[src/verilog/adcct_pkg.sv]
// Constants, register map and carrier types for the converter compute block
// Notes on behaviour
// [RL1] Precharge level follows polarity bit when precharging
// [RL2] Inverted precharge flips second conversion's levels
// [RL3] Guard outputs start at guard polarity level
// [RL4] Double sampling gives two conversions per trigger
// [RL5] Earlier sample loads filter or result
// [RL6] Low-pass time constant is two to shift
// [RL7] Accumulating modes right-shift sum by shift
// [RL8] Basic mode ignores the shift field
// [RL9] Software never programs shift field all ones
// [RL10] Sum clear command clears sum, flag, count
// [RL11] Software sets repeat count to power two
// [RL12] Compute mode selects basic to low-pass
// [RL13] Formula 000: result minus earlier sample
// [RL14] Formula 001: result minus setpoint variants
// [RL15] Formula 010: result minus filter variants
// [RL16] Formula 100: earlier sample minus filter
// [RL17] Formula 101: filter minus setpoint; others reserved
// [RL18] Stop-on-threshold clears trigger when condition met
// [RL19] In auto repeat without stop-on-threshold trigger keeps retriggering
// [RL20] Threshold mode selects interrupt comparison
// [RL21] Status shows above-upper and below-lower flags
// [RL22] Trigger bit starts a conversion cycle
package adcct_pkg;
   localparam int ADDR_W = 12;
   localparam int RES_W = 12;
   localparam int VAL_W = 16;
   localparam int SUM_W = 24;
   localparam int CNT_W = 8;
   // Register indices; byte address is four times the index
   localparam logic [9:0] IDX_PRE_CTRL = 10'h112;
   localparam logic [9:0] IDX_COMP_CTRL = 10'h113;
   localparam logic [9:0] IDX_DEV_CTRL = 10'h114;
   localparam logic [9:0] IDX_STATUS = 10'h115;
   localparam logic [9:0] IDX_CONV_CTRL = 10'h120;
   localparam logic [9:0] IDX_REPEAT = 10'h121;
   localparam logic [9:0] IDX_SETPOINT = 10'h122;
   localparam logic [9:0] IDX_UPPER = 10'h123;
   localparam logic [9:0] IDX_LOWER = 10'h124;
   localparam logic [9:0] IDX_RESULT = 10'h125;
   localparam logic [9:0] IDX_PREV = 10'h126;
   localparam logic [9:0] IDX_FILTER = 10'h127;
   localparam logic [9:0] IDX_DEVIATION = 10'h128;
   localparam logic [9:0] IDX_SUM = 10'h129;
   localparam logic [9:0] IDX_COUNT = 10'h12A;
   // Field positions
   localparam int PRECHARGE_POLARITY_BIT = 7;
   localparam int INVERTED_PRECHARGE_EN_BIT = 6;
   localparam int GUARD_POLARITY_BIT = 5;
   localparam int DOUBLE_SAMPLE_EN_BIT = 0;
   localparam int HISTORY_SOURCE_SEL_BIT = 7;
   localparam int CRS_LSB = 4;
   localparam int SUM_CLEAR_CMD_BIT = 3;
   localparam int MODE_LSB = 0;
   localparam int DEVIATION_FORMULA_LSB = 4;
   localparam int SOI_BIT = 3;
   localparam int TMD_LSB = 0;
   localparam int GO_BIT = 0;
   localparam int AUTO_BIT = 1;
   localparam int PRE_TIME_LSB = 8;
   localparam int ST_OV_BIT = 7;
   localparam int ST_UP_BIT = 6;
   localparam int ST_LO_BIT = 5;
   localparam int ST_MATH_BIT = 4;
   localparam logic [7:0] PRE_CTRL_MASK = 8'hE1;
   localparam logic [7:0] DEV_CTRL_MASK = 8'h7F;
   localparam logic [7:0] CTRL_RESET = 8'h00;
   // Clear command stays busy this long, as the sum path is multi-cycle in silicon
   localparam logic [2:0] SUM_CLEAR_CMD_CYCLES = 3'h4;
   localparam logic [2:0] MODE_BASIC = 3'h0;
   localparam logic [2:0] MODE_ACCUM = 3'h1;
   localparam logic [2:0] MODE_AVG = 3'h2;
   localparam logic [2:0] MODE_BURST = 3'h3;
   localparam logic [2:0] MODE_LPF = 3'h4;
   localparam logic [2:0] DEVIATION_FORMULA_PREV = 3'h0;
   localparam logic [2:0] DEVIATION_FORMULA_SETPT = 3'h1;
   localparam logic [2:0] DEVIATION_FORMULA_FILT = 3'h2;
   localparam logic [2:0] DEVIATION_FORMULA_PREV_FILT = 3'h4;
   localparam logic [2:0] DEVIATION_FORMULA_FILT_SETPT = 3'h5;
   localparam logic [2:0] STAGE_IDLE = 3'h0;
   localparam logic [2:0] STAGE_PRE1 = 3'h1;
   localparam logic [2:0] STAGE_CONV1 = 3'h3;
   localparam logic [2:0] STAGE_PRE2 = 3'h5;
   localparam logic [2:0] STAGE_CONV2 = 3'h7;

   typedef enum logic [2:0] {
      ST_IDLE = 3'h0, ST_PRE1 = 3'h1, ST_CONV1 = 3'h3,
      ST_PRE2 = 3'h2, ST_CONV2 = 3'h6, ST_DEVIATION_FORMULA = 3'h7
   } adcct_state_e;

   typedef struct packed {
      logic precharge_en;
      logic precharge_level;
      logic guard_level;
      logic sample_req;
      logic second;
   } adcct_front_s;

   typedef struct packed {
      logic done;
      logic [RES_W-1:0] data;
   } adcct_conv_s;
endpackage
[src/verilog/adcct_core.sv]
// Converter compute control: registers, conversion sequencer, accumulator
//
// Implementation choice: the APB slave port.
`timescale 1ns/100ps
module adcct_core (
   input wire logic pclk,
   input wire logic presetn,
   input wire logic psel,
   input wire logic penable,
   input wire logic pwrite,
   input wire logic [adcct_pkg::ADDR_W-1:0] paddr,
   input wire logic [31:0] pwdata,
   output logic [31:0] prdata,
   output logic pready,
   output logic pslverr,
   input wire adcct_pkg::adcct_conv_s conv_in,
   output adcct_pkg::adcct_front_s front,
   output logic thr_event
);
   import adcct_pkg::*;

   typedef struct packed {
      adcct_state_e st;
      logic [7:0] pre_cnt;
      logic [7:0] pre_ctrl;
      logic [7:0] comp_ctrl;
      logic [7:0] dev_ctrl;
      logic go;
      logic auto_rep;
      logic [7:0] pre_time;
      logic [CNT_W-1:0] repeat_count;
      logic [VAL_W-1:0] setpoint;
      logic [VAL_W-1:0] upper;
      logic [VAL_W-1:0] lower;
      logic [RES_W-1:0] result;
      logic [VAL_W-1:0] prev;
      logic [VAL_W-1:0] filter;
      logic [VAL_W-1:0] deviation;
      logic [SUM_W-1:0] sum;
      logic [CNT_W-1:0] count;
      logic ov;
      logic above;
      logic below;
      logic math;
      logic [2:0] sum_clear_cmd_cnt;
      adcct_front_s front;
      logic thr_event;
      logic [31:0] prdata;
      logic pready;
      logic pslverr;
   } adcct_regs_s;

   adcct_regs_s r_reg, r_next;
   logic [VAL_W-1:0] dev_val;
   logic dev_ovf, dev_above, dev_below, dev_met;

   function automatic logic [2:0] stage_code(input adcct_state_e s);
      case (s)
         ST_PRE1: stage_code = STAGE_PRE1;
         ST_CONV1: stage_code = STAGE_CONV1;
         ST_PRE2: stage_code = STAGE_PRE2;
         ST_CONV2: stage_code = STAGE_CONV2;
         default: stage_code = STAGE_IDLE;
      endcase
   endfunction

   function automatic logic [VAL_W-1:0] shifted(input logic [SUM_W-1:0] v,
                                                 input logic [2:0] n);
      logic [SUM_W-1:0] t;
      t = v >> n;
      shifted = t[VAL_W-1:0];
   endfunction

   adcct_deviation i_adcct_deviation (
      .formula(r_reg.dev_ctrl[DEVIATION_FORMULA_LSB +: 3]),
      .thr_mode(r_reg.dev_ctrl[TMD_LSB +: 3]),
      .double_en(r_reg.pre_ctrl[DOUBLE_SAMPLE_EN_BIT]),
      .result(r_reg.result),
      .prev(r_reg.prev),
      .filter(r_reg.filter),
      .setpoint(r_reg.setpoint),
      .lower(r_reg.lower),
      .upper(r_reg.upper),
      .deviation(dev_val),
      .overflow(dev_ovf),
      .above_upper(dev_above),
      .below_lower(dev_below),
      .thr_met(dev_met)
   );

   logic wr, setup;
   logic [9:0] idx;
   logic double_sample_en, history_source_sel, inv;
   logic [2:0] shift_field, mode;
   logic [SUM_W:0] acc;
   logic [SUM_W-1:0] lpf;
   logic [CNT_W-1:0] cnt_new;
   logic go_set;

   always_comb begin
      r_next = r_reg;
      setup = psel && !penable;
      wr = psel && penable && r_reg.pready && pwrite;
      idx = paddr[ADDR_W-1:2];
      double_sample_en = r_reg.pre_ctrl[DOUBLE_SAMPLE_EN_BIT];
      history_source_sel = r_reg.comp_ctrl[HISTORY_SOURCE_SEL_BIT];
      shift_field = r_reg.comp_ctrl[CRS_LSB +: 3];
      mode = r_reg.comp_ctrl[MODE_LSB +: 3];
      acc = {1'b0, r_reg.sum} + {{(SUM_W+1-RES_W){1'b0}}, r_reg.result};
      lpf = r_reg.sum - (r_reg.sum >> shift_field) + {{(SUM_W-RES_W){1'b0}}, r_reg.result};
      cnt_new = r_reg.count + 8'h01;
      go_set = wr && (idx == IDX_CONV_CTRL) && pwdata[GO_BIT];
      r_next.thr_event = 1'b0;

      // Bus slave: read data latched in setup, answer on first access cycle
      r_next.pready = setup;
      if (setup) begin
         r_next.pslverr = 1'b0;
         case (idx)
            IDX_PRE_CTRL: r_next.prdata = {24'h000000, r_reg.pre_ctrl};
            IDX_COMP_CTRL: r_next.prdata = {24'h000000, r_reg.comp_ctrl};
            IDX_DEV_CTRL: r_next.prdata = {24'h000000, r_reg.dev_ctrl};
            IDX_STATUS: r_next.prdata = {24'h000000, r_reg.ov, r_reg.above,
                                          r_reg.below, r_reg.math, 1'b0,
                                          stage_code(r_reg.st)};
            IDX_CONV_CTRL: r_next.prdata = {16'h0000, r_reg.pre_time, 6'h00,
                                             r_reg.auto_rep, r_reg.go};
            IDX_REPEAT: r_next.prdata = {24'h000000, r_reg.repeat_count};
            IDX_SETPOINT: r_next.prdata = {16'h0000, r_reg.setpoint};
            IDX_UPPER: r_next.prdata = {16'h0000, r_reg.upper};
            IDX_LOWER: r_next.prdata = {16'h0000, r_reg.lower};
            IDX_RESULT: r_next.prdata = {20'h00000, r_reg.result};
            IDX_PREV: r_next.prdata = {16'h0000, r_reg.prev};
            IDX_FILTER: r_next.prdata = {16'h0000, r_reg.filter};
            IDX_DEVIATION: r_next.prdata = {16'h0000, r_reg.deviation};
            IDX_SUM: r_next.prdata = {8'h00, r_reg.sum};
            IDX_COUNT: r_next.prdata = {24'h000000, r_reg.count};
            default: begin
               r_next.prdata = 32'h00000000;
               r_next.pslverr = 1'b1;
            end
         endcase
      end
      if (wr) begin
         case (idx)
            IDX_PRE_CTRL: r_next.pre_ctrl = pwdata[7:0] & PRE_CTRL_MASK;
            IDX_COMP_CTRL: r_next.comp_ctrl = pwdata[7:0];
            IDX_DEV_CTRL: r_next.dev_ctrl = pwdata[7:0] & DEV_CTRL_MASK;
            IDX_CONV_CTRL: begin
               r_next.go = pwdata[GO_BIT]; // RL22
               r_next.auto_rep = pwdata[AUTO_BIT];
               r_next.pre_time = pwdata[PRE_TIME_LSB +: 8];
            end
            IDX_REPEAT: r_next.repeat_count = pwdata[CNT_W-1:0];
            IDX_SETPOINT: r_next.setpoint = pwdata[VAL_W-1:0];
            IDX_UPPER: r_next.upper = pwdata[VAL_W-1:0];
            IDX_LOWER: r_next.lower = pwdata[VAL_W-1:0];
            default: ;
         endcase
      end

      // Sequencer
      case (r_reg.st)
         ST_IDLE: begin
            r_next.pre_cnt = 8'h00;
            if (r_reg.go) begin // RL22
               r_next.math = 1'b0;
               if (r_reg.pre_time != 8'h00) begin
                  r_next.st = ST_PRE1;
               end else begin
                  r_next.st = ST_CONV1;
                  r_next.prev = history_source_sel ? r_reg.filter : {4'h0, r_reg.result}; // RL5
               end
            end
         end
         ST_PRE1, ST_PRE2: begin
            r_next.pre_cnt = r_reg.pre_cnt + 8'h01;
            // Compare by size so a shorter time written mid-stage cannot wrap the count
            if (r_next.pre_cnt >= r_reg.pre_time) begin
               r_next.st = (r_reg.st == ST_PRE1) ? ST_CONV1 : ST_CONV2;
               r_next.prev = history_source_sel ? r_reg.filter : {4'h0, r_reg.result}; // RL5
            end
         end
         ST_CONV1, ST_CONV2: begin
            r_next.pre_cnt = 8'h00;
            if (conv_in.done) begin
               r_next.result = conv_in.data;
               if (r_reg.st == ST_CONV1 && double_sample_en) begin // RL4
                  if (r_reg.pre_time != 8'h00) begin
                     r_next.st = ST_PRE2;
                  end else begin
                     r_next.st = ST_CONV2;
                     r_next.prev = history_source_sel ? r_reg.filter : {4'h0, conv_in.data}; // RL5
                  end
               end else begin
                  r_next.st = ST_DEVIATION_FORMULA; // RL4
               end
            end
         end
         ST_DEVIATION_FORMULA: begin
            r_next.st = ST_IDLE;
            r_next.math = 1'b1;
            r_next.deviation = dev_val;
            r_next.above = dev_above; // RL21
            r_next.below = dev_below; // RL21
            r_next.thr_event = dev_met; // RL20
            r_next.ov = r_reg.ov || dev_ovf;
            case (mode) // RL12
               MODE_ACCUM: begin
                  r_next.sum = acc[SUM_W-1:0];
                  r_next.ov = r_reg.ov || dev_ovf || acc[SUM_W];
                  r_next.count = cnt_new;
                  r_next.filter = shifted(acc[SUM_W-1:0], shift_field); // RL7
               end
               MODE_AVG, MODE_BURST: begin
                  r_next.sum = acc[SUM_W-1:0];
                  r_next.ov = r_reg.ov || dev_ovf || acc[SUM_W];
                  r_next.count = cnt_new;
                  if (cnt_new >= r_reg.repeat_count) begin
                     r_next.filter = shifted(acc[SUM_W-1:0], shift_field); // RL7
                     r_next.sum = {SUM_W{1'b0}};
                     r_next.count = {CNT_W{1'b0}};
                  end
               end
               MODE_LPF: begin
                  // Sum holds filter scaled by 2^shift, so gain stays one
                  r_next.sum = lpf; // RL6
                  r_next.count = cnt_new;
                  r_next.filter = shifted(lpf, shift_field); // RL6
               end
               default: r_next.filter = {4'h0, r_reg.result}; // RL8
            endcase
            if (!r_reg.auto_rep) begin
               r_next.go = go_set; // RL22
            end else if (r_reg.dev_ctrl[SOI_BIT] && dev_met) begin // RL19
               r_next.go = go_set; // RL18
            end
         end
         default: r_next.st = ST_IDLE;
      endcase
      // Software abort before ST_DEVIATION_FORMULA drops the cycle without any calculation
      if (!r_next.go && r_reg.st != ST_DEVIATION_FORMULA) begin
         r_next.st = ST_IDLE;
      end

      // Sum clear: software set wins over the hardware completion clear
      if (r_reg.comp_ctrl[SUM_CLEAR_CMD_BIT]) begin
         r_next.sum = {SUM_W{1'b0}}; // RL10
         r_next.count = {CNT_W{1'b0}};
         r_next.ov = 1'b0;
         r_next.sum_clear_cmd_cnt = r_reg.sum_clear_cmd_cnt + 3'h1;
         if (r_reg.sum_clear_cmd_cnt == SUM_CLEAR_CMD_CYCLES - 3'h1) begin
            r_next.comp_ctrl[SUM_CLEAR_CMD_BIT] = 1'b0; // RL10
            r_next.sum_clear_cmd_cnt = 3'h0;
         end
      end
      if (wr && idx == IDX_COMP_CTRL && pwdata[SUM_CLEAR_CMD_BIT]) begin
         r_next.comp_ctrl[SUM_CLEAR_CMD_BIT] = 1'b1;
         r_next.sum_clear_cmd_cnt = 3'h0;
      end

      // Front-end levels; inverted only on the second of a double sample
      inv = double_sample_en && r_reg.pre_ctrl[INVERTED_PRECHARGE_EN_BIT] &&
            (r_next.st == ST_PRE2 || r_next.st == ST_CONV2); // RL2
      r_next.front.second = (r_next.st == ST_PRE2 || r_next.st == ST_CONV2);
      r_next.front.precharge_en = (r_next.st == ST_PRE1 || r_next.st == ST_PRE2);
      r_next.front.precharge_level = r_reg.pre_ctrl[PRECHARGE_POLARITY_BIT] ^ inv; // RL1
      r_next.front.guard_level = r_reg.pre_ctrl[GUARD_POLARITY_BIT] ^ inv; // RL3
      r_next.front.sample_req = (r_next.st == ST_CONV1 || r_next.st == ST_CONV2);
   end

   always_ff @(posedge pclk or negedge presetn) begin
      if (!presetn) begin
         r_reg <= '0;
      end else begin
         r_reg <= r_next;
      end
   end

   assign prdata = r_reg.prdata;
   assign pready = r_reg.pready;
   assign pslverr = r_reg.pslverr;
   assign front = r_reg.front;
   assign thr_event = r_reg.thr_event;
endmodule

[src/verilog/adcct_deviation.sv]
// Deviation arithmetic and threshold comparison for the compute block
`timescale 1ns/100ps
module adcct_deviation (
   input wire logic [2:0] formula,
   input wire logic [2:0] thr_mode,
   input wire logic double_en,
   input wire logic [adcct_pkg::RES_W-1:0] result,
   input wire logic [adcct_pkg::VAL_W-1:0] prev,
   input wire logic [adcct_pkg::VAL_W-1:0] filter,
   input wire logic [adcct_pkg::VAL_W-1:0] setpoint,
   input wire logic [adcct_pkg::VAL_W-1:0] lower,
   input wire logic [adcct_pkg::VAL_W-1:0] upper,
   output logic [adcct_pkg::VAL_W-1:0] deviation,
   output logic overflow,
   output logic above_upper,
   output logic below_lower,
   output logic thr_met
);
   import adcct_pkg::*;
   localparam int EXT_W = VAL_W + 2;
   logic signed [EXT_W-1:0] r, p, f, s, d;
   logic above_lower;

   always_comb begin
      r = $signed({6'h00, result});
      p = EXT_W'($signed(prev));
      f = EXT_W'($signed(filter));
      s = EXT_W'($signed(setpoint));
      case (formula)
         DEVIATION_FORMULA_PREV: d = r - p; // RL13
         DEVIATION_FORMULA_SETPT: d = double_en ? (r - p) - s : r - s; // RL14
         DEVIATION_FORMULA_FILT: d = double_en ? (r - p) - f : r - f; // RL15
         DEVIATION_FORMULA_PREV_FILT: d = p - f; // RL16
         DEVIATION_FORMULA_FILT_SETPT: d = f - s; // RL17
         default: d = 18'h00000; // RL17
      endcase
      deviation = d[VAL_W-1:0];
      overflow = (d[EXT_W-1:VAL_W-1] != 3'h0) && (d[EXT_W-1:VAL_W-1] != 3'h7);
      above_upper = $signed(deviation) > $signed(upper); // RL21
      below_lower = $signed(deviation) < $signed(lower); // RL21
      above_lower = $signed(deviation) > $signed(lower);
      case (thr_mode) // RL20
         3'h0: thr_met = 1'b0;
         3'h1: thr_met = below_lower;
         3'h2: thr_met = !below_lower;
         3'h3: thr_met = above_lower && ($signed(deviation) < $signed(upper));
         3'h4: thr_met = below_lower || above_upper;
         3'h5: thr_met = !above_upper;
         3'h6: thr_met = above_upper;
         default: thr_met = 1'b1;
      endcase
   end
endmodule

[config.mk]
export PLATFORM = sky130hd
export DESIGN_NAME = adcct_core
export DESIGN_NICKNAME = d
export VERILOG_FILES = /design/src/verilog/adcct_pkg.sv /design/src/verilog/adcct_core.sv /design/src/verilog/adcct_deviation.sv
export SDC_FILE = /design/constraint.sdc
export NUM_CORES = 1
export LEC_CHECK = 0
export BUFFER_PORTS_ARGS = -buffer_cell sky130_fd_sc_hd__clkbuf_2
export CORE_AREA = 5 5 273 195
export DETAILED_ROUTE_END_ITERATION = 8
export DIE_AREA = 0 0 278 200
export SYNTH_ARGS = -nofsm -noshare
export SYNTH_HDL_FRONTEND = slang
export SYNTH_SLANG_ARGS = --single-unit
[constraint.sdc]
create_clock -name pclk -period 13.4 [get_ports pclk]
set_input_delay 2.68 -clock pclk [delete_from_list [all_inputs] [get_ports pclk]]
set_output_delay 2.68 -clock pclk [all_outputs]
set_load 0.005 [all_outputs]
After elaboration in Yosys (flattened, before gate mapping)
Cells that the tools add are included.
- $add $sub $neg: 13
- $lt $le $gt $ge: 6
- equality and inequality tests: 48
- shift operators: 3
- multiplexer cells: 53
- bitwise operators: 2
- reductions and logical operators: 55
- operator list (operator ; number):
    case mux 24 bit (15 select lines) ; 1
    two-way mux 16 bit ; 12
    equality test 10 x 9 -> 1 bit (second input constant) ; 15
    case mux 16 bit (3 select lines) ; 2
    case mux 32 bit (3 select lines) ; 1
    case mux 18 bit (5 select lines) ; 1
    two-way mux 78 bit ; 1
    subtractor 13 x 16 -> 17 bit ; 3
    right shift 24 x 3 -> 16 bit ; 2
    two-way mux 18 bit ; 2
    subtractor 17 x 16 -> 18 bit ; 2
    two-way mux 35 bit ; 1
    subtractor 16 x 16 -> 17 bit ; 2
    two-way mux 33 bit ; 1
    greater-than comparator 16 bit ; 2
    < comparator 16 bit ; 2
    two-way mux 32 bit ; 1
    equality test 3 x 2 -> 1 bit (second input constant) ; 10
    two-way mux 3 bit ; 10
    equality test 3 bit (second input constant) ; 9
    adder 24 x 12 -> 25 bit ; 1
    adder 24 x 12 -> 24 bit ; 1
    AND reduction 2 bit ; 12
    right shift 24 x 3 -> 24 bit ; 1
    31 further kinds ; 85
- flip-flop bits (word level): 235
- word-level logic and storage cells: 213

Depth between registers and ports, before layout
Gate-level depths: netlist of the first run.
- depth after elaboration: 18
- gate-level depth with buffers: 30
- depth with buffers taken out: 30

Cells and area by module
From an unflattened synthesis of the first run, not the netlist that was laid out.
- cell total of the unflattened synthesis: 2648
- area, all modules: 22311.4 um^2
- by module, submodules not included (module ; times used ; cells each ; area each (um^2)):
    adcct_core ; 1 ; 1711 ; 15786.4
    adcct_deviation ; 1 ; 937 ; 6525.0

Worst setup path after synthesis of the first run
OpenSTA, ideal clock, no wires.
- path kind: reg2reg
- start point: reg r_reg[127] (netlist name)
- end point: reg r_reg[204] (netlist name)
- library setup time: 0.139 ns
- arrival time: 5.834 ns
- required time: 13.261 ns
- setup slack: 7.427 ns
- stages on the path, launching flop included: 28
- clock period less this slack: 5.973 ns
- path through: dfrtp_1 inv_1 ha_1 inv_1 fa_1 a211oi_1 nor4_1 o31ai_1 a21boi_0 ha_1 a21oi_1 o211ai_1 a221o_1 a31oi_1 xnor2_1 a211oi_1 o211ai_1 a221oi_1 inv_1 ha_1 and3_1 a21oi_1 o21ai_0 a2111oi_0 mux2i_1 or3_1 nand3_1 a41oi_1
- RTL lines (item ; line ; text):
    start: declaration ; adcct_core.sv:53 ; adcct_regs_s r_reg, r_next;
    start signal: assignment ; adcct_core.sv:276 ; r_reg <= r_next;

==> results of run 1 <==
## worst paths after layout
kind	slack, ns	end	cells past startpoint
worst max-delay path	5.92	r_reg[204]	26
worst min-delay path	0.46	prdata[19]	2
worst max register to register	5.92	r_reg[204]	26
worst min register to register	0.46	prdata[19]	2
max in group asynchronous	9.77	r_reg[138]	2
min in group asynchronous	2.21	r_reg[231]	1
## metrics by stage
step	instance area [sq um]	hold slack, ns	setup WS [ns]	std cells
floorplan	22350	0.4400	7.427	2714
global placement	23170	0.4536	6.245	3341
detailed placement	23170	0.4563	6.131	3341
CTS	24110	0.4705	6.139	3387
global route	24110	0.4893	5.660	3387
finish	24110	0.4635	5.923	3387
## logic make-up after synthesis
| kind of cell | Yosys count |
|---|---|
| buf+inv | 356 |
| other cells | 1 |
| xor+xnor | 133 |
| flops | 227 |
| fa+ha+maj | 220 |
| mux | 171 |
| simple gates | 744 |
| compound gates | 855 |
## worst max-delay path, delay by kind of cell, from the launching register on
family | cells | cell delay (ns)
buffers and inverters | 2 | 0.28
AOI/OAI and AO/OA | 12 | 3.68
muxes | 1 | 0.17
and+or+nand+nor | 6 | 1.11
adders and majority gates | 4 | 1.49
DFF | 1 | 0.50
xor gates and xnor gates | 1 | 0.10
## final cells by class
type | count | area share (%)
timing repair buffer | 116 | 2.875
sequential | 227 | 23.57
clock buffer | 32 | 2.953
clock inverter | 14 | 0.9393
tap | 674 | 3.498
multi-input combinational | 2131 | 63.16
inverter | 193 | 3.005
## cell usage in the layout, fill, tap and decap left out, types with 43 or more instances in the layout
cell type and count:
inv_1 192, nor2_1 171, nand3_1 60, o21a_1 43
xnor2_1 87, mux2i_1 74, dfrtp_1 225, o21ai_0 185
ha_1 200, a21o_1 55, mux2_2 92, a21oi_1 187
xor2_1 46, clkbuf_2 74, nor3_1 49, nand2_1 262
## routing by layer
layer  global-route usage [%]  vias to the layer above  wire length [microns]
li1                         -                     9858                      -
met1                    45.79                    10550                  39300
met2                    40.38                     1303                  32490
met3                    9.906                      122                  11910
met4                    6.169                        6                   2003
met5                        0                        -                     42
## where the power goes
group	leakage [nW]	internal [mW]	switching, mW
clock network	0.458	0.476	0.325
logic	7.58	0.0637	0.113
registers	2.97	0.692	0.00756
==> reports/results.ini, run 1 <==
[run_status]
status=finished, violations left
failed_checks=design-rule violations

[layout]
drive_gt1_share_pct=10.76
largest_reg_flops=190
final_core_util_pct=47.98
layout.nets=2976
syn2layout_area_growth_pct=7.980
diodes=0
nFillCells=4871
multiInputGateArea_sq_um=15230
seq_area_sq_um=5683

[yosys]
yosys-top-cells-count=262 x nand2_1, 227 x dfrtp_1, 200 x ha_1, 192 x inv_1, 187 x a21oi_1
yosysSeqAreaShare_pct=25.44
synth_compound_area_share_pct=25.54
synth-async-reset-ratio_pct=100.0
yosys_warnings=0
postSynthCellCount=2707
synth_mux_area_share_pct=8.462
synthTopCellsByArea=dfrtp_1 25%, ha_1 11%, mux2_2 4.6%, nand2_1 4.4%, a21oi_1 4.2%
synth-simple-area-share_pct=15.71
yosysUniqueCellTypes=85
synth_top_area_cell=dfrtp_1
synth_area_per_cell_sq_um=8.248
syn_area_sq_um=22330
synth_top_family_by_area=compound AO/OA/AOI/OAI gates
synth_fa_ha_area_share_pct=13.00
synth-edff-count=0
synth-xor-area-share_pct=5.217
synthFlopType=dfrtp_1
synth_most_common_cell=nand2_1
ys_ff_latch=227
synth_top_area_share_pct=25.44

[grt]
grt_pass1_vias=20380
grt_max_degree=118
track_usage_pct=29.79
antenna_found_initial=2
grt_pass1_wl_microns=128200
overflow=0

[setup_path]
critical_path.max_stage_delay_ns=0.60
crit_start=r_reg[127]
cpMostUsedCell=ha_1
startpoint_type=flip-flop
cp-end-kind=flip-flop
cp_max_fo=7
critical_path_arrival_ns=7.92
cpMaxStageDelayCell=a211oi_1
criticalPathCategory=flip-flop to flip-flop
required_ns=13.84
r2r-start=r_reg[127]

[clocking]
ctsResizeCount=0
cts_buffers=25
holdBufCountCts=0
clkTransAtPathRegs_ns=0.07
clockBufferDepth=3
clock_latency_ns=0.57
clock_sinks=227
cts_tree=done
h-tree-depth=1
clock-root-buffer=clkbuf_16
post_cts_buffers=0

[hold_path]
worstHoldPathType=flip-flop to flip-flop
worstHoldStart=prdata[19]

[power_and_ir_drop]
power_leakage_nw=11.00
p_per_area_nw_per_um2=69.56
power_mw=1.677
vdd_drop_max_mv=0.1238

[floorplanning]
ioPinCount=102
die_area_sq_um=55600
die_w_microns=278
die_h_microns=200
start_util_pct=44.44
fp.coreArea_sq_um=50250
num_rows=69

[sta]
final.setup.tns_ns=0
tightest_slew_ns=1.382
min_period_over_period_pct=55.80
drv_slew=0
period_minus_slack_ns=7.477
timing.fmax_mhz=133.8
finalHoldViolCount=0
fin_skew_ns=0.01226
rsz0062_at_grt=no
setup_viol=0
slew-limit-headroom_pct=5.466

[placement]
gp_congestion=0.9953
io_buffer_count=75
hpwl_microns=66320

[drt]
wl_per_cell_microns=25.32
ant_nets=0
drc_errors=2
firstDrtPassIters=9
drt_iter0_markers=2503
totalWireLength_microns=85750
routed_via_density=6.448
num_vias=21840

[run]
maxCapViolations=0

Power figures use the tool's default switching activity.
==> run 2, diff against run 1 <==
==> constraint.sdc (replaced) <==
create_clock -name pclk -period 6.9 [get_ports pclk]
set_input_delay 1.38 -clock pclk [delete_from_list [all_inputs] [get_ports pclk]]
set_output_delay 1.38 -clock pclk [all_outputs]
set_load 0.005 [all_outputs]
==> reports/results.ini, run 2 (synthesis gave the netlist of run 1 again) <==
[clocking]
cts_buffers=25  ; unchanged
cts_tree=done
clock_latency_ns=0.59  ; +0.02 ns
clock-root-buffer=clkbuf_16
h-tree-depth=1  ; unchanged
holdBufCountCts=0  ; unchanged
clkTransAtPathRegs_ns=0.07  ; about the same
clock_sinks=227  ; unchanged
clockBufferDepth=3  ; unchanged

[grt]
use_met3_pct=12.05  ; +2.1 points
track_usage_pct=30.84  ; +1.1 points
grt_max_degree=129  ; +9.3%
grt_pass1_wl_microns=132000  ; +2.9%
gr-usage-met1_pct=44.74  ; -1.1 points
busiest_layer=met1
antenna_found_initial=3  ; +1
grt.met2_usage_pct=43.04  ; +2.7 points
grt_pass1_vias=20960  ; +2.8%
overflow=0  ; unchanged

[placement]
hpwl_microns=69140  ; +4.3%
placed_area_sq_um=23580  ; +1.8%
io_buffer_count=75  ; unchanged
gp_congestion=0.9763  ; -1.9%
place_ws_ns=-0.2158  ; -6.347 ns

[setup_path]
cpMostUsedCell=ha_1
cp_max_fo=7  ; unchanged
critical_path_arrival_ns=7.10  ; -0.82 ns
required_ns=7.34  ; -6.50 ns
critical_path.max_stage_delay_ns=0.48  ; -0.12 ns
cp-end-kind=flip-flop
startpoint_type=flip-flop
cpMaxStageDelayCell=a2111oi_1
criticalPathCategory=flip-flop to flip-flop

[drt]
routed_via_density=6.413  ; -0.53%
drt_iter0_markers=2757  ; +10%
num_vias=22080  ; +1.1%
firstDrtPassIters=6  ; -3
ant_nets=0  ; unchanged
totalWireLength_microns=88690  ; +3.4%
drc_errors=0  ; -2
wl_per_cell_microns=25.77  ; +1.8%

[power_and_ir_drop]
p_per_area_nw_per_um2=133.3  ; +92%
pwr-share-seq_pct=41.4  ; -0.3 points
power_mw=3.279  ; +95%
clkPwrFrac_pct=47.2  ; -0.6 points
vdd_drop_max_mv=0.1788  ; +44%
power.switching_mw=0.8828  ; +98%
p_comb_share_pct=11.4  ; +0.9 points
swShare_pct=26.93  ; +0.38 points
internal_power_mw=2.396  ; +94%
power_leakage_nw=11.29  ; +2.6%

[sta]
fin_skew_ns=0.02104  ; +0.008786 ns
tightest_slew_ns=1.330  ; -0.05216 ns
timing.fmax_mhz=150.1  ; +12%
finalHoldViolCount=0  ; unchanged
period_minus_slack_ns=6.663  ; -0.8138 ns
slew-limit-headroom_pct=10.17  ; +4.7 points
min_period_over_period_pct=96.56  ; +41 points
setup_viol=0  ; unchanged
whs_ns=0.4671  ; +0.003612 ns
drv_slew=0  ; unchanged
worst_slack_ns=0.2372  ; -5.686 ns

[layout]
fin_area_sq_um=24600  ; +2.0%
final_common_cell=nand2_1
layout.nets=3030  ; +1.8%
drive_gt1_share_pct=12.98  ; +2.2 points
syn2layout_area_growth_pct=10.19
nFillCells=4875  ; +0.082%
largest_reg_flops=190  ; unchanged
final_cell_mix=262 x nand2_1, 225 x dfrtp_1, 198 x ha_1

[floorplanning]
fp.coreArea_sq_um=50250  ; unchanged
die_w_microns=278  ; unchanged
die_h_microns=200  ; unchanged
ioPinCount=102  ; unchanged
num_rows=69  ; unchanged
die_area_sq_um=55600  ; unchanged
start_util_pct=44.44  ; unchanged

[hold_path]
worstHoldPathType=flip-flop to flip-flop

[run]
maxCapViolations=0  ; unchanged

[run_status]
status=finished, final reports clean

-- run 2: cell types whose count changed in the layout (fill, tap and decap cells not counted), moves of 3 or more --
cell	previous run	this run
xnor2_2	0	3
a21oi_1	187	182
xnor2_1	87	84
buf_4	41	94
a21oi_2	1	6
-- run 2: layout make-up --
cell class | instances | area [sq um] | area share, %
diodes | 2 | 5.005 | 0.02034
clock inverters | 12 | 210.2 | 0.8544
flip-flops and latches | 227 | 5683 | 23.10
inverters | 193 | 724.4 | 2.945
multi-input cells | 2131 | 15320 | 62.27
repair buffers | 170 | 1111 | 4.516
clock buffers | 33 | 705.7 | 2.868
well taps | 674 | 843.3 | 3.428
-- run 2: path summary, 6_finish.rpt --
kind	from	slack [ns]	cells past startpoint	endpoint
min	prdata[19]	0.47	2	prdata[19]
max	r_reg[117]	0.24	28	r_reg[204]
max in group asynchronous	presetn	4.80	2	r_reg[134]
min in group asynchronous	presetn	0.91	1	r_reg[197]
max reg2reg	r_reg[117]	0.24	28	r_reg[204]
min reg2reg	prdata[19]	0.47	2	prdata[19]
-- run 2: power groups by stage --
| stage | logic (mW) | clock network, mW | registers (mW) |
|---|---|---|---|
| after floorplan | 0.215 | 0 | 1.38 |
| after global placement | 0.354 | 0 | 1.38 |
| after detailed placement | 0.357 | 0 | 1.38 |
| after CTS | 0.358 | 1.56 | 1.36 |
| after global routing | 0.403 | 1.62 | 1.36 |
| final | 0.373 | 1.55 | 1.36 |
-- run 2: metrics by stage --
step	setup TNS (ns)	util [%]	cells
final	0	48.96	3442
after global routing	-0.008773	48.95	3440
after CTS	0	48.78	3439
after floorplan	0	-	2714
after detailed placement	-0.3723	46.93	3394
after global placement	-0.2479	46.93	3394
-- run 2: critical path: cells and delay by family (launching register included) --
kind / cells / cell delay (ns)
AO/OA/AOI/OAI: 14 / 3.21
adder cells (fa/ha/maj): 3 / 1.05
AND/OR/NAND/NOR: 4 / 0.78
XOR/XNOR: 2 / 0.49
buffers and inverters: 4 / 0.45
flip-flops: 1 / 0.34
multiplexers: 1 / 0.20
-- run 2: timing repair --
item,CTS,global route
buffers inserted,0,1
gates resized for setup,2,18
setup endpoints to repair,2,2
cloned,0,0
endpoints found under the hold margin,0,0
pin swaps,0,6
-- run 2: per-layer routing --
layer / vias up / part of all wire [%]
met2: 1258 / 38
li1: 9964 / -
met1: 10680 / 45
met3: 171 / 14
met4: 2 / 3.0
met5: - / 0.0079
